`config.mk`:
```
export PLATFORM = sky130hd
export DESIGN_NAME = cpt_issue_ctrl
export DESIGN_NICKNAME = d
export VERILOG_FILES = /design/src/cpt_hazard_cmp.sv /design/src/cpt_issue_ctrl.sv
export SDC_FILE = /design/constraint.sdc
export NUM_CORES = 1
export LEC_CHECK = 0
export BUFFER_PORTS_ARGS = -buffer_cell sky130_fd_sc_hd__buf_4
export CAP_MARGIN = 20
export CORE_MARGIN = 5
export CORE_UTILIZATION = 40
export CTS_CLUSTER_SIZE = 14
export DETAILED_ROUTE_END_ITERATION = 6
export PLACE_DENSITY_LB_ADDON = 0.2
export SYNTH_ARGS = -nofsm -noshare
export SYNTH_HDL_FRONTEND = slang
export SYNTH_SLANG_ARGS = --single-unit
```
`constraint.sdc`:
```
create_clock -name clk_sys -period 1.8 [get_ports clk_sys]
set_input_delay 0.09 -clock clk_sys [delete_from_list [all_inputs] [get_ports clk_sys]]
set_output_delay 0.09 -clock clk_sys [all_outputs]
set_load 0.005 [all_outputs]
```
`src/cpt_hazard_cmp.sv`:
```
// Package of shared constants and instruction classes for the pipeline
// issue control, plus the per-stage hazard comparator.
// Assumes one processor clock and decoded instruction fields at issue.

// ============================================================
// Shared definitions
package cpt_pkg;
  localparam int REG_W = 4;
  localparam int STG_W = 3;
  localparam int CNT_W = 4;
  localparam logic [STG_W-1:0] STAGES_LONG = 3'h5;
  localparam logic [STG_W-1:0] STAGES_SHORT = 3'h4;
  localparam logic [STG_W-1:0] BASE_CYCLES = 3'h1;
  localparam logic [CNT_W-1:0] CNT_ZERO = 4'h0;
  localparam logic [CNT_W-1:0] CNT_ONE = 4'h1;
  localparam logic [CNT_W-1:0] CNT_MAX = 4'hf;
  localparam logic [REG_W-1:0] REG_ZERO = 4'h0;

  typedef enum logic [2:0] {
    CLS_REG_XFER,
    CLS_LOAD,
    CLS_STORE,
    CLS_STORE_PREDEC,
    CLS_PREFETCH,
    CLS_REG_ARITH,
    CLS_SR_ARITH
  } cpt_class_type;

  typedef enum logic {
    SLOT_NORMAL,
    SLOT_SPLIT
  } cpt_slot_type;

  typedef struct packed {
    logic valid;
    cpt_class_type cls;
    logic [REG_W-1:0] dst;
  } cpt_entry_type;

  // Ordinary stores and the cache prefetch have no write-back stage.
  function automatic logic [STG_W-1:0] cls_stages(cpt_class_type c);
    if (c == CLS_STORE || c == CLS_PREFETCH) begin
      return STAGES_SHORT;
    end
    return STAGES_LONG;
  endfunction : cls_stages

  function automatic logic cls_has_mem(cpt_class_type c);
    return c == CLS_LOAD || c == CLS_STORE || c == CLS_STORE_PREDEC ||
           c == CLS_PREFETCH;
  endfunction : cls_has_mem

  function automatic logic cls_writes_reg(cpt_class_type c);
    return cls_stages(c) == STAGES_LONG;
  endfunction : cls_writes_reg
endpackage : cpt_pkg

`timescale 1ns/1ps

// ============================================================
// Hazard comparator for one in-flight pipeline entry
module cpt_hazard_cmp
  import cpt_pkg::*;
(
  input wire cpt_pkg::cpt_entry_type entry,
  input wire logic [cpt_pkg::REG_W-1:0] new_src_a,
  input wire logic [cpt_pkg::REG_W-1:0] new_src_b,
  input wire logic [cpt_pkg::REG_W-1:0] new_dst,
  input wire logic new_reads_sr,
  output logic load_hit,
  output logic sr_hit
);
  always_comb begin
    load_hit = entry.valid && entry.cls == CLS_LOAD &&
               (entry.dst == new_src_a || entry.dst == new_src_b ||
                entry.dst == new_dst);
    sr_hit = entry.valid && entry.cls == CLS_SR_ARITH && new_reads_sr;
  end
endmodule : cpt_hazard_cmp

```
`src/cpt_issue_ctrl.sv`:
```
// Issue and stall control for the instruction pipeline.
// Assumes decoded instruction fields at issue and a memory path that
// raises fetch_req whenever the fetch unit wants the shared slot.

`timescale 1ns/1ps

module cpt_issue_ctrl
  import cpt_pkg::*;
(
  input wire logic clk_sys,
  input wire logic srst,
  input wire logic ce,
  input wire logic issue_valid,
  input wire cpt_pkg::cpt_class_type issue_class,
  input wire logic [cpt_pkg::REG_W-1:0] issue_src_a,
  input wire logic [cpt_pkg::REG_W-1:0] issue_src_b,
  input wire logic [cpt_pkg::REG_W-1:0] issue_dst,
  input wire logic issue_reads_sr,
  output logic issue_ready,
  input wire logic fetch_req,
  output logic fetch_grant,
  output logic data_grant,
  output logic done_valid,
  output logic [cpt_pkg::STG_W-1:0] done_stages,
  output logic [cpt_pkg::STG_W-1:0] done_base_cycles,
  output logic [cpt_pkg::CNT_W-1:0] done_stall_cycles,
  output logic wb_valid,
  output logic [cpt_pkg::REG_W-1:0] wb_dst
);
  import cpt_pkg::*;

  // ============================================================
  // State
  typedef struct packed {
    cpt_entry_type ex;
    cpt_entry_type ma;
    cpt_entry_type wb;
    cpt_slot_type slot;
    logic [CNT_W-1:0] stall_cnt;
    logic done_valid;
    logic [STG_W-1:0] done_stages;
    logic [STG_W-1:0] done_base;
    logic [CNT_W-1:0] done_stall;
  } cpt_state_type;

  cpt_state_type st_r;
  cpt_state_type st_nxt;

  logic load_hit_ex;
  logic load_hit_ma;
  logic sr_hit_ex;
  logic sr_hit_ma;
  logic mem_busy;
  logic conflict;
  logic advance;
  logic hazard;
  logic accept;

  // ============================================================
  // Hazard detection against the two stages ahead of issue
  cpt_hazard_cmp u_cmp_ex (
    .entry(st_r.ex),
    .new_src_a(issue_src_a),
    .new_src_b(issue_src_b),
    .new_dst(issue_dst),
    .new_reads_sr(issue_reads_sr),
    .load_hit(load_hit_ex),
    .sr_hit(sr_hit_ex)
  );

  cpt_hazard_cmp u_cmp_ma (
    .entry(st_r.ma),
    .new_src_a(issue_src_a),
    .new_src_b(issue_src_b),
    .new_dst(issue_dst),
    .new_reads_sr(issue_reads_sr),
    .load_hit(load_hit_ma),
    .sr_hit(sr_hit_ma)
  );

  // ============================================================
  // Slot arbitration and issue handshake
  always_comb begin
    mem_busy = st_r.ma.valid && cls_has_mem(st_r.ma.cls);
    conflict = mem_busy && fetch_req && st_r.slot == SLOT_NORMAL;
    // The whole pipe waits out the first half of a split slot.
    advance = ce && !conflict;
    hazard = load_hit_ex || load_hit_ma;
    hazard = hazard || sr_hit_ex || sr_hit_ma;
    issue_ready = advance && !hazard;
    accept = issue_ready && issue_valid;
    data_grant = ce && mem_busy && st_r.slot == SLOT_NORMAL;
    fetch_grant = ce && fetch_req &&
                  (st_r.slot == SLOT_SPLIT || !mem_busy);
  end

  // ============================================================
  // Next state
  always_comb begin
    st_nxt = st_r;
    st_nxt.done_valid = 1'b0;
    case (st_r.slot)
      SLOT_NORMAL: begin
        if (conflict) begin
          st_nxt.slot = SLOT_SPLIT;
        end
      end
      SLOT_SPLIT: begin
        st_nxt.slot = SLOT_NORMAL;
      end
      default: begin
        st_nxt.slot = SLOT_NORMAL;
      end
    endcase
    if (advance) begin
      st_nxt.ma = st_r.ex;
      st_nxt.wb = st_r.ma;
      st_nxt.wb.valid = st_r.ma.valid && cls_writes_reg(st_r.ma.cls);
      st_nxt.ex.valid = accept;
      st_nxt.ex.cls = issue_class;
      st_nxt.ex.dst = issue_dst;
    end
    if (accept) begin
      st_nxt.done_valid = 1'b1;
      st_nxt.done_base = BASE_CYCLES;
      st_nxt.done_stall = st_r.stall_cnt;
      st_nxt.done_stages = cls_stages(issue_class);
      st_nxt.stall_cnt = CNT_ZERO;
    end else if (issue_valid && st_r.stall_cnt != CNT_MAX) begin
      // Saturates so a long stall cannot wrap to a small figure.
      st_nxt.stall_cnt = st_r.stall_cnt + CNT_ONE;
    end
  end

  always_ff @(posedge clk_sys) begin
    if (srst) begin
      st_r.ex <= '{valid: 1'b0, cls: CLS_REG_XFER, dst: REG_ZERO};
      st_r.ma <= '{valid: 1'b0, cls: CLS_REG_XFER, dst: REG_ZERO};
      st_r.wb <= '{valid: 1'b0, cls: CLS_REG_XFER, dst: REG_ZERO};
      st_r.slot <= SLOT_NORMAL;
      st_r.stall_cnt <= CNT_ZERO;
      st_r.done_valid <= 1'b0;
      st_r.done_stages <= STAGES_LONG;
      st_r.done_base <= BASE_CYCLES;
      st_r.done_stall <= CNT_ZERO;
    end else if (ce) begin
      st_r <= st_nxt;
    end
  end

  // ============================================================
  // Outputs
  always_comb begin
    done_valid = st_r.done_valid;
    done_stages = st_r.done_stages;
    done_base_cycles = st_r.done_base;
    done_stall_cycles = st_r.done_stall;
    wb_valid = st_r.wb.valid;
    wb_dst = st_r.wb.dst;
  end
endmodule : cpt_issue_ctrl

```
Word level (Yosys, flattened, before mapping)

Index checks and enable logic that the tools add are counted.

Flip-flop bits (word level): 34
Input port bits: 21
Output and inout port bits: 19

$add $sub $neg: 1
Eq/ne operators: 17
Muxes and demuxes: 14
Bitwise gates (word level): 1
Reductions and logical operators: 40

Operators by type and width:

| operator                                                               | count |
|---|---|
| 4-bit equality test                                                    | 6 |
| 1-bit logical AND                                                      | 20 |
| 3-bit equality test (second input constant)                            | 5 |
| 3-bit 2-to-1 mux                                                       | 5 |
| 1-bit logical OR                                                       | 13 |
| 11-bit 2-to-1 mux                                                      | 1 |
| 3-bit by 2-bit equality test with 1-bit output (second input constant) | 3 |
| 4-bit 2-to-1 mux                                                       | 2 |
| 3-bit by 1-bit equality test with 1-bit output (second input constant) | 2 |
| 2-bit AND reduction                                                    | 3 |
| 1-bit 2-to-1 mux                                                       | 5 |
| 4-bit by 1-bit adder with 4-bit output (second input constant)         | 1 |
| 4-bit != test (second input constant)                                  | 1 |
| 1-bit logical NOT                                                      | 3 |
| 1-bit one-hot mux with 2 select lines                                  | 1 |
| 2-bit nonzero test                                                     | 1 |
| 1-bit inverter                                                         | 1 |

Logic depth before layout (Yosys ltp)

Gate-level depths: netlist (run 1).

Depth in word-level cells: 14
Gate-level depth with buffers: 6
Mapped depth without buffers: 5

Hierarchy

From an unflattened synthesis (run 1), not the netlist that was laid out.

Cell total of the unflattened synthesis: 193
Area total of the unflattened synthesis: 1,786.7 sq um

By module, submodules not included:

| module         | times used | cells an instance | area an instance (sq um) |
|---|---|---|---|
| cpt_issue_ctrl | 1          | 151               | 1,478.9 |
| cpt_hazard_cmp | 2          | 21                | 153.9 |

Least setup slack after synthesis (run 1)

OpenSTA, ideal clock, no wires.

Path kind: register to register
Start: register st_r[30] in the netlist's numbering
End: register st_r (netlist bit done_stall_cycles[0])
Data arrival time: 1,713 ps
Required time: 1,679 ps
Path slack: -35 ps
Cell stages (with the launch flop): 6
Path buffers: 0
Path through: dfxtp_1 nor3_2 o31ai_2 a21o_1 nor4_4 mux2_4

Cells in the longest elaborated chain, start to end: 12
Elaborated cells on any way between the ends: 24
Classes of those cells: eq/ne (5); reduce/logical (19)

Ends and longest elaborated chain:

| what                                                                                                                    | line                                       | source |
|---|---|---|
| from (decl)                                                                                                             | cpt_issue_ctrl.sv:46                       | `cpt_state_type st_r;` |
| from (signal assigned)                                                                                                  | cpt_issue_ctrl.sv:147                      | `st_r <= st_nxt;` |
| 3-bit by 1-bit equality test with 1-bit output / 3-bit by 2-bit equality test with 1-bit output (equally long branches) | cpt_hazard_cmp.sv:49, cpt_hazard_cmp.sv:74 |  |
| 1-bit logical OR (3 in series)                                                                                          | cpt_hazard_cmp.sv:49                       | `return c == CLS_LOAD \|\| c == CLS_STORE \|\| c == CLS_STORE_PREDEC \|\|` |
| 1-bit logical AND                                                                                                       | cpt_issue_ctrl.sv:84                       | `mem_busy = st_r.ma.valid && cls_has_mem(st_r.ma.cls);` |
| 1-bit logical AND (2 in series)                                                                                         | cpt_issue_ctrl.sv:85                       | `conflict = mem_busy && fetch_req && st_r.slot == SLOT_NORMAL;` |
| 1-bit logical NOT                                                                                                       | cpt_issue_ctrl.sv:87                       | `advance = ce && !conflict;` |
| 1-bit logical AND                                                                                                       | cpt_issue_ctrl.sv:87                       |  |
| 1-bit logical AND (*)                                                                                                   | cpt_issue_ctrl.sv:90                       | `issue_ready = advance && !hazard;` |
| 1-bit logical AND (*)                                                                                                   | cpt_issue_ctrl.sv:91                       | `accept = issue_ready && issue_valid;` |
| 2-bit AND reduction (no line) (*)                                                                                       | n/a                                        |  |

Every way passes the cells marked *; elsewhere a longest branch is shown, timed or not.
A chain may end at the register's enable or synchronous reset.

Worst setup path in the final report (run 1)

Start: register st_r[26] in the netlist's numbering
End: register st_r (netlist bit done_stall_cycles[0])

Cells in the longest elaborated chain, start to end: 11
Elaborated cells on any way between the ends: 13
Classes of those cells: eq/ne (3); reduce/logical (10)

Ends and longest elaborated chain:

| what                               | line                 | source |
|---|---|---|
| 4-bit equality test                | cpt_hazard_cmp.sv:75 | `(entry.dst == new_src_a \|\| entry.dst == new_src_b \|\|` |
| 1-bit logical OR                   | cpt_hazard_cmp.sv:75 |  |
| 1-bit logical OR (*)               | cpt_hazard_cmp.sv:75 |  |
| 1-bit logical AND (*)              | cpt_hazard_cmp.sv:74 | `load_hit = entry.valid && entry.cls == CLS_LOAD &&` |
| 1-bit logical OR (*)               | cpt_issue_ctrl.sv:88 | `hazard = load_hit_ex \|\| load_hit_ma;` |
| 1-bit logical OR (*) (2 in series) | cpt_issue_ctrl.sv:89 | `hazard = hazard \|\| sr_hit_ex \|\| sr_hit_ma;` |
| 1-bit logical NOT (*)              | cpt_issue_ctrl.sv:90 |  |
| 1-bit logical AND (*)              | cpt_issue_ctrl.sv:90 |  |
| 1-bit logical AND (*)              | cpt_issue_ctrl.sv:91 |  |
| 2-bit AND reduction (no line) (*)  | n/a                  |  |

Marked as above.

==> out/qor.txt, run 1 <==
=======================================================================================
Run status ............................................................... finished, final reports clean
Endpoint type of the worst setup path ....................................    flip-flop
Unrepaired setup endpoints after global routing ..........................          yes
Most repeated library cell on the critical path .......................... sky130_fd_sc_hd__buf_4
Total of max-cap violations ..............................................            0
Warning count from the yosys run .........................................            0
Post-synth EDFFs .........................................................            0
Filler-free cell count of the finished design ............................          286
Fmax .....................................................................      584 MHz
Placed Area ..............................................................     2150 µm²
Number of stages on the worst hold path ..................................            3
Standard-cell rows .......................................................           24
Post-layout total power ..................................................      1.58 mW
Critical path data required time .........................................      1.97 ns
GRT Util Overall .........................................................        0.129
Initial antenna violation count ..........................................            0
VDD IR-drop max ..........................................................   0.000326 V
Most instantiated cells after synthesis .................................. 32 x sky130_fd_sc_hd__dfxtp_1, 27 x sky130_fd_sc_hd__nor2_1, 27 x sky130_fd_sc_hd__xnor2_1
Number of buffers inserted for hold repair after clock tree synthesis ....            0
Launch point of the critical path ........................................     st_r[26]
Antenna Nets Post-Route ..................................................            0
Total standard cell area after synthesis .................................     1860 µm²
Number of endpoints with negative hold slack in the final report .........            0
Largest net degree at the start of global routing ........................           38
Crit path max fanout .....................................................            8
Sum of routed wire length over all layers ................................      3780 µm
Power per standard cell area .............................................   697 nW/µm²
Beginning of the worst register-to-register path .........................     st_r[26]
Number of iterations in the first detailed-routing pass ..................            4
Leakage ..................................................................     0.942 nW
Critical path launch point type ..........................................    flip-flop
Initial Util .............................................................        0.418
Stage delay of the slowest cell on the critical path .....................      0.35 ns
Drt wl/cell ..............................................................      13.2 µm
N_diodes .................................................................            0
Cells along the critical path ............................................ xnor2_1 > nand4_1 > a31oi_1 > buf_4 > nor4_4 > buf_4 > mux2_4
Placed cell count ........................................................          278
Top Ports ................................................................           40
Biggest area consumer among synthesized cells ............................ sky130_fd_sc_hd__dfxtp_1
Most instantiated library cell after synthesis ........................... sky130_fd_sc_hd__dfxtp_1
Sequential element share of the synthesized area .........................        0.345
Final TNS setup ..........................................................         0 ns
Most instantiated flip-flop cell in the synthesis netlist ................ sky130_fd_sc_hd__dfxtp_1
Height of the die ........................................................      78.2 µm
FF-to-FF path depth ......................................................            7
Drc violations ...........................................................            0
Area fraction of the dominant cell type after synthesis ..................        0.345
Final Instance Area ......................................................     2270 µm²
Clk sink count ...........................................................           32
Half-perimeter wire length after detailed placement ......................      2840 µm
Core Util, Final .........................................................        0.510
Max-slew violation count .................................................            0
Avg Inst Size Synth ......................................................     9.11 µm²
Via/cell ratio ...........................................................         4.93
Global-route wire length before repair ...................................      6270 µm
Crit Reg-Reg Endpoint .................................................... done_stall_cycles[0]
Width of the die .........................................................      78.2 µm
Post-synth cell types ....................................................           40
FFs w/ async S/R, synth ..................................................            0
Ratio of cells with drive above 1 in the final layout ....................        0.316
Hold path endpoint .......................................................     st_r[36]
Die area .................................................................     6110 µm²
GPL Wtd Cong .............................................................        0.806
Number of setup violations in the final report ...........................            0
Setup clock skew after layout ............................................   0.00427 ns
Startpoint-to-endpoint class of the critical path ........................ flip-flop to flip-flop
Growth of design area from synthesis to finish ...........................        22.0%
CP arrival ...............................................................      1.89 ns
Core area ................................................................     4440 µm²
Total of flip-flops plus latches after synthesis .........................           32
Buffer levels on the longest clock path ..................................            2
Kind of path behind the tightest hold check .............................. primary input to flip-flop
TritonCTS clock tree .....................................................         done
Port bufs ................................................................           34
Global route total overflow ..............................................            0
Count of mapped cells out of synthesis ...................................          204
Number of buffers added by the clock tree synthesis step .................            5
Top cells by area, synth ................................................. sky130_fd_sc_hd__dfxtp_1 34%, sky130_fd_sc_hd__xnor2_1 13%, sky130_fd_sc_hd__mux2i_1 12%, sky130_fd_sc_hd__buf_4 5.7%, sky130_fd_sc_hd__nor2_1 5.5%
Critical-path cell with the highest stage delay .......................... sky130_fd_sc_hd__dfxtp_2
Startpoint of the most critical hold path ................................ issue_class[0]
Number of violations reported at the end of detailed-routing iteration 0 .           46
Number of nets in the layout .............................................          255
Clock network latency to the later pin of the worst-skew pair ............      0.28 ns
Total via count in the routed design .....................................         1410
Number of global-route vias before repair ................................         1383
Clock-pin transition on the worst setup and hold timing paths ............      0.07 ns
Final period utilization .................................................        0.951
Reg-to-reg slack, setup ..................................................      0.09 ns
Clk root buf ............................................................. sky130_fd_sc_hd__clkbuf_8
Setup Buffers After CTS ..................................................            0
Max H-tree Level .........................................................            2
Final min period .........................................................      1.71 ns
=======================================================================================
-- metrics by stage --
stage | setup WS [ns] | hold slack [ns]
final | 0.0888 | 0.0541
after global routing | -0.0131 | 0.0776
after CTS | 0.00820 | 0.0445
after detailed placement | 0.0247 | 0.347
after global placement | 0.0465 | 0.343
after floorplan | -0.0128 | 0.234
-- logic make-up (layout without fill, tap and decap cells) --
logic type | Yosys count | count (layout) | share of synthesized area
adders and majority gates | 1 | 1 | 0.00673
xor gates and xnor gates | 27 | 27 | 0.127
other | 2 | 5 | 0.00404
muxes | 24 | 24 | 0.135
DFF | 32 | 32 | 0.345
AOI/OAI and AO/OA | 24 | 24 | 0.0956
buffers and inverters | 31 | 58 | 0.0976
and+or+nand+nor | 63 | 63 | 0.189
-- placed cells by master, fill, tap and decap left out, types with 3 or more instances in the layout --
cell                       instances
sky130_fd_sc_hd__nand4_1           6
sky130_fd_sc_hd__a31oi_1           3
sky130_fd_sc_hd__clkbuf_8          6
sky130_fd_sc_hd__buf_4            48
sky130_fd_sc_hd__conb_1            5
sky130_fd_sc_hd__nor2_1           27
sky130_fd_sc_hd__nor2b_1           5
sky130_fd_sc_hd__mux2i_1          22
sky130_fd_sc_hd__dfxtp_1          22
sky130_fd_sc_hd__nand3_1           3
sky130_fd_sc_hd__o21ai_0           4
sky130_fd_sc_hd__xnor2_1          27
sky130_fd_sc_hd__dfxtp_2          10
sky130_fd_sc_hd__nand2b_1          4
sky130_fd_sc_hd__nand2_1           3
-- worst max-delay path by stage --
| stage | to | slack, ns |
|---|---|---|
| after floorplan | done_stall_cycles[0] | -0.01 |
| after global placement | done_stages[0] | 0.05 |
| after detailed placement | done_stall_cycles[0] | 0.02 |
| after CTS | st_r[13] | 0.008 |
| after global routing | issue_ready | -0.01 |
| final | done_stall_cycles[0] | 0.09 |
-- where the power goes --
group	total, mW	switching, mW	internal (mW)
Sequential	0.769	0.0325	0.737
Clock	0.567	0.262	0.305
Combinational	0.245	0.111	0.133
Total	1.58	0.406	1.17
-- state kept, by name, indices dropped and copies added (netlist names) --
signal and flops:
done_stages 1, done_stall_cycles 4, done_valid 1, st_r 21, wb_dst 4, wb_valid 1
-- critical path: cells and delay by family, from the launching register on --
kind	cells	cell delay, ns
AO/OA/AOI/OAI	1	0.10
XOR/XNOR	1	0.13
buffers and inverters	2	0.36
flip-flops	1	0.35
multiplexers	1	0.30
AND/OR/NAND/NOR	2	0.36
-- cell type report --
| class | instances | area (µm²) |
|---|---|---|
| Fill cell | 436 | 2180 |
| Multi-Input combinational cell | 144 | 1090 |
| Sequential cell | 32 | 653 |
| Timing Repair Buffer | 48 | 360 |
| Clock buffer | 6 | 82.6 |
| Tap cell | 52 | 65.1 |
| Clock inverter | 2 | 10.0 |
| Inverter | 2 | 7.51 |
-- what timing repair did --
action | CTS | global route
pin swaps | 0 | 1
gates resized for setup | 3 | 8
endpoints found under the setup margin | 1 | 8
hold endpoints to repair | 0 | 0
-- metal layers --
metal	share of wire	vias to the layer above	routed length, µm	global-route usage
li1	-	740	-	-
met1	0.47	628	1770	0.150
met2	0.46	33	1750	0.216
met3	0.051	9	192	0.0400
met4	0.020	0	74	0.0612
met5	0	-	0	0
Power figures use the tool's default switching activity.
==> inputs of run 2 (changes only) <==
--- a/config.mk
+++ b/config.mk
@@ -7,5 +7,4 @@
 export LEC_CHECK = 0
 export BUFFER_PORTS_ARGS = -buffer_cell sky130_fd_sc_hd__buf_4
-export CAP_MARGIN = 20
 export CORE_MARGIN = 5
 export CORE_UTILIZATION = 40
==> constraint.sdc (replaced) <==
create_clock -name clk_sys -period 1.8 [get_ports clk_sys]
set_input_delay 0.09 -clock clk_sys [delete_from_list [all_inputs] [get_ports clk_sys]]
set_output_delay 0.09 -clock clk_sys [all_outputs]
set_load 0.1 [all_outputs]
==> out/qor.txt, run 2 (same netlist as run 1, synthesis figures left out) <==
=======================================================================================
TritonCTS clock tree .....................................................         done
Clock network fraction of design power ...................................        0.346
N_diodes .................................................................            0
Reg-to-reg slack, setup ..................................................      0.10 ns
Clk root buf ............................................................. sky130_fd_sc_hd__clkbuf_8
Buffer levels on the longest clock path ..................................            2
Crit Reg-Reg Endpoint ....................................................     st_r[12]
Reported net switching power .............................................     0.501 mW
Actual transition at the worst max-transition pin ........................     0.567 ns
Setup clock skew after layout ............................................   0.00712 ns
Antenna Nets Post-Route ..................................................            0
Port bufs ................................................................           34
Most used cells in the layout excluding fill and tap cells ............... 46 x sky130_fd_sc_hd__buf_4, 27 x sky130_fd_sc_hd__nor2_1, 25 x sky130_fd_sc_hd__xnor2_1
Ratio of cells with drive above 1 in the final layout ....................        0.338
Endpoint type of the worst setup path ....................................   output pin
Top Ports ................................................................           40
Flip-flop count of the largest register after layout .....................           21
Startpoint-to-endpoint class of the critical path ........................ flip-flop to output pin
GRT Util Overall .........................................................        0.132
Via/cell ratio ...........................................................         5.06
Standard-cell rows .......................................................           24
Power per standard cell area .............................................   733 nW/µm²
Number of buffers added by the clock tree synthesis step .................            5
Largest net degree at the start of global routing ........................           38
Combinational Power Share ................................................        0.210
Uppermost metal layer occupied by signal nets ............................         met4
Leakage ..................................................................     0.964 nW
Total of max-cap violations ..............................................            0
Drt wl/cell ..............................................................      13.5 µm
Hold path endpoint .......................................................     st_r[36]
Metal1 wirelength ........................................................      1800 µm
Core area ................................................................     4440 µm²
Number of global-route vias before repair ................................         1364
Clk sink count ...........................................................           32
Number of stages on the worst hold path ..................................            3
Biggest register .........................................................         st_r
Clock-pin transition on the worst setup and hold timing paths ............      0.06 ns
Number of violations reported at the end of detailed-routing iteration 0 .           53
Slew Limit Headroom ......................................................        0.619
Core Util, Final .........................................................        0.528
FF-to-FF path depth ......................................................            7
Global-route wire length before repair ...................................      6420 µm
VDD IR-drop max ..........................................................   0.000420 V
Unrepaired setup endpoints after global routing ..........................          yes
Width of the die .........................................................      78.2 µm
Final period utilization .................................................        0.968
Initial Util .............................................................        0.418
CP arrival ...............................................................      1.65 ns
Initial antenna violation count ..........................................            0
Run status ............................................................... finished, final reports clean
Number of nets in the layout .............................................          256
Net switching share of the total power ...................................        0.292
Kind of path behind the tightest hold check .............................. primary input to flip-flop
Height of the die ........................................................      78.2 µm
Met3 routed WL ...........................................................       253 µm
Critical path launch point type ..........................................    flip-flop
Met2 Wirelength ..........................................................      1730 µm
Startpoint of the most critical hold path ................................ issue_class[0]
Growth of design area from synthesis to finish ...........................        26.2%
Total via count in the routed design .....................................         1448
Sum of routed wire length over all layers ................................      3870 µm
Half-perimeter wire length after detailed placement ......................      2770 µm
Critical path data required time .........................................      1.71 ns
Internal Pwr Total .......................................................      1.22 mW
Drc violations ...........................................................            0
Global route total overflow ..............................................            0
Max H-tree Level .........................................................            2
Number of setup violations in the final report ...........................            0
Final min period .........................................................      1.74 ns
Post-layout total power ..................................................      1.72 mW
Clock network latency to the later pin of the worst-skew pair ............      0.29 ns
Most common library cell in the layout ignoring fill and taps ............ sky130_fd_sc_hd__buf_4
Crit path max fanout .....................................................            4
Beginning of the worst register-to-register path .........................     st_r[30]
Number of iterations in the first detailed-routing pass ..................            4
Number of endpoints with negative hold slack in the final report .........            0
Relative contribution of sequential cells to total power .................        0.445
Fmax .....................................................................      574 MHz
GPL Wtd Cong .............................................................        0.753
Max-slew violation count .................................................            0
Die area .................................................................     6110 µm²
=======================================================================================
[run 2: layout make-up]
| class | instances | area [µm²] |
|---|---|---|
| Sequential cell | 32 | 671 |
| Timing Repair Buffer | 49 | 388 |
| Multi-Input combinational cell | 144 | 1120 |
| Inverter | 2 | 7.51 |
| Tap cell | 52 | 65.1 |
| Fill cell | 412 | 2100 |
| Clock buffer | 7 | 96.3 |
[run 2: how the worst max path moves through the flow]
stage	start	endpoint	slack [ns]	depth (start not counted)
5_1_grt	st_r[27]	issue_ready	-0.04	6
4_1_cts	st_r[35]	issue_ready	0.01	6
6_report	st_r[25]	issue_ready	0.06	6
3_3_place_gp	st_r[33]	st_r[13]	0.02	8
2_1_floorplan	st_r[29]	issue_ready	-0.39	4
3_5_place_dp	st_r[33]	st_r[13]	-0.009	8
[run 2: what timing repair did]
action / in CTS / in global routing
setup buffers: 0 / 2
resized for setup: 18 / 9
endpoints found under the hold margin: 0 / 0
endpoints found under the setup margin: 2 / 7
pin swaps: 4 / 4
hold buffers: 0 / 0
[run 2: critical path, cell delays in order (launching register included)]
cell and delay (ns):
sky130_fd_sc_hd__dfxtp_4 0.37, sky130_fd_sc_hd__xnor2_1 0.16, sky130_fd_sc_hd__nand4_1 0.16, sky130_fd_sc_hd__a31oi_2 0.29
sky130_fd_sc_hd__buf_4 0.18, sky130_fd_sc_hd__nor3_4 0.05, sky130_fd_sc_hd__buf_12 0.16
[run 2: metal layers]
layer / up-vias / global-route usage
met5: - / 0
li1: 743 / -
met2: 33 / 0.200
met1: 664 / 0.166
met3: 8 / 0.0549
met4: 0 / 0.0559
[run 2: stage by stage]
stage | area, µm² | setup WS [ns] | hold slack (ns) | std cells | setup TNS, ns
finish | 2340 | 0.0570 | 0.0540 | 286 | 0
global route | 2340 | -0.0375 | 0.0444 | 286 | -0.0553
CTS | 2300 | 0.0118 | 0.0415 | 285 | 0
detailed placement | 2160 | -0.00863 | 0.340 | 279 | -0.00863
global placement | 2160 | 0.0164 | 0.334 | 279 | 0
floorplan | 1900 | -0.391 | 0.234 | 207 | -0.681
[run 2: power by group through the flow]
| stage | Sequential (mW) | Combinational (mW) | Clock (mW) |
|---|---|---|---|
| floorplan | 0.777 | 0.269 | 0 |
| global placement | 0.783 | 0.345 | 0 |
| detailed placement | 0.784 | 0.344 | 0 |
| CTS | 0.766 | 0.353 | 0.618 |
| global route | 0.769 | 0.385 | 0.645 |
| finish | 0.765 | 0.361 | 0.594 |
==> inputs of run 3 (changes only) <==
Settings changed: RECOVER_POWER from default to 100.
==> out/qor.txt, run 3 (same netlist as run 1, synthesis figures left out) <==
=======================================================================================
Number of iterations in the first detailed-routing pass ..................            4
Final Instance Area ......................................................     2310 µm²
Setup clock skew after layout ............................................   0.00720 ns
FF-to-FF path depth ......................................................            7
Run status ............................................................... finished, final reports clean
Clk root buf ............................................................. sky130_fd_sc_hd__clkbuf_8
Final period utilization .................................................        0.967
Core area ................................................................     4440 µm²
Total via count in the routed design .....................................         1448
Number of nets in the layout .............................................          256
Ratio of cells with drive above 1 in the final layout ....................        0.338
Sequential cell area .....................................................      671 µm²
Sum of routed wire length over all layers ................................      3840 µm
Startpoint-to-endpoint class of the critical path ........................ flip-flop to output pin
Width of the die .........................................................      78.2 µm
Number of endpoints with negative hold slack in the final report .........            0
Global-route wire length before repair ...................................      6420 µm
Number of buffers added by the clock tree synthesis step .................            5
Clock-pin transition on the worst setup and hold timing paths ............      0.06 ns
Drt wl/cell ..............................................................      13.4 µm
Top Ports ................................................................           40
Actual transition at the worst max-transition pin ........................     0.567 ns
Reg-to-reg slack, setup ..................................................      0.09 ns
Number of global-route vias before repair ................................         1364
Drc violations ...........................................................            0
Flip-flop count of the largest register after layout .....................           21
GRT Util Overall .........................................................        0.132
Number of violations reported at the end of detailed-routing iteration 0 .           42
N_diodes .................................................................            0
Max-slew violation count .................................................            0
Power per standard cell area .............................................   740 nW/µm²
Half-perimeter wire length after detailed placement ......................      2770 µm
Leakage ..................................................................     0.954 nW
Area of combinational cells with multiple inputs .........................     1120 µm²
Critical path launch point type ..........................................    flip-flop
Via/cell ratio ...........................................................         5.06
Fmax .....................................................................      575 MHz
Placed Area ..............................................................     2160 µm²
Number of stages on the worst hold path ..................................            3
Growth of design area from synthesis to finish ...........................        24.6%
Initial Util .............................................................        0.418
Final min period .........................................................      1.74 ns
Number of setup violations in the final report ...........................            0
Critical path data required time .........................................      1.71 ns
Filler instances .........................................................          422
Endpoint type of the worst setup path ....................................   output pin
Clk sink count ...........................................................           32
Total of max-cap violations ..............................................            0
Most used cells in the layout excluding fill and tap cells ............... 33 x sky130_fd_sc_hd__buf_4, 27 x sky130_fd_sc_hd__nor2_1, 25 x sky130_fd_sc_hd__xnor2_1
Crit path max fanout .....................................................            4
Antenna Nets Post-Route ..................................................            0
Die area .................................................................     6110 µm²
VDD IR-drop max ..........................................................   0.000414 V
TritonCTS clock tree .....................................................         done
Largest net degree at the start of global routing ........................           38
Kind of path behind the tightest hold check .............................. primary input to flip-flop
Buffer levels on the longest clock path ..................................            2
Unrepaired setup endpoints after global routing ..........................          yes
Final TNS setup ..........................................................         0 ns
CP arrival ...............................................................      1.65 ns
Number of buffers inserted for hold repair after clock tree synthesis ....            0
Standard-cell rows .......................................................           24
Max H-tree Level .........................................................            2
Biggest register .........................................................         st_r
Initial antenna violation count ..........................................            0
Slew Limit Headroom ......................................................        0.619
Clock network latency to the later pin of the worst-skew pair ............      0.29 ns
GPL Wtd Cong .............................................................        0.753
Port bufs ................................................................           34
Most common library cell in the layout ignoring fill and taps ............ sky130_fd_sc_hd__buf_4
Height of the die ........................................................      78.2 µm
Global route total overflow ..............................................            0
=======================================================================================
-- run 3: changes by cell type in the layout (fill, tap and decap cells not counted) --
| cell | change |
|---|---|
| sky130_fd_sc_hd__clkbuf_2 | +12 |
| sky130_fd_sc_hd__clkbuf_4 | +1 |
| sky130_fd_sc_hd__buf_4 | -13 |
-- run 3: final timing paths --
path	startpoint	endpoint
setup / recovery	st_r[25]	issue_ready
hold / removal	issue_class[0]	st_r[36]
setup reg to reg	st_r[25]	st_r[13]
hold reg to reg	done_stall_cycles[2]	done_stall_cycles[2]
-- run 3: stage by stage --
stage	cells	hold WS, ns	util	worst slack (ns)	total power, mW
2_1_floorplan	207	0.234	-	-0.391	1.05
3_3_place_gp	279	0.334	0.486	0.0164	1.13
3_5_place_dp	279	0.340	0.486	-0.00863	1.13
4_1_cts	285	0.0415	0.517	0.0118	1.74
5_1_grt	286	0.0444	0.521	-0.0388	1.79
6_report	286	0.0543	0.521	0.0599	1.71
-- run 3: where the power goes --
part	internal [mW]	switching (mW)
registers	0.731	0.0329
logic	0.142	0.214
clock network	0.340	0.252
total	1.21	0.499
-- run 3: timing repair --
action,4_1_cts,5_1_grt
buffers inserted,0,2
endpoints found under the hold margin,0,0
gates resized for setup,18,9
setup endpoints to repair,2,7
pin swaps,4,4
-- run 3: critical path: stages (launching register included) --
cell and delay (ns):
sky130_fd_sc_hd__dfxtp_4 0.37, sky130_fd_sc_hd__xnor2_1 0.16, sky130_fd_sc_hd__nand4_1 0.16, sky130_fd_sc_hd__a31oi_2 0.29, sky130_fd_sc_hd__buf_4 0.18, sky130_fd_sc_hd__nor3_4 0.05, sky130_fd_sc_hd__buf_12 0.16
-- run 3: cell type report --
class | count | area share
clock buffer | 7 | 0.0416
inverter | 2 | 0.00324
multi-input combinational | 144 | 0.483
sequential | 32 | 0.290
tap | 52 | 0.0281
timing repair buffer | 49 | 0.155
-- run 3: metal layers --
metal / track usage / vias to the layer above / wire (µm)
met3: 0.0549 / 8 / 248
met4: 0.0559 / 0 / 81
met2: 0.200 / 33 / 1710
met1: 0.166 / 663 / 1800
met5: 0 / - / 0
li1: - / 744 / -
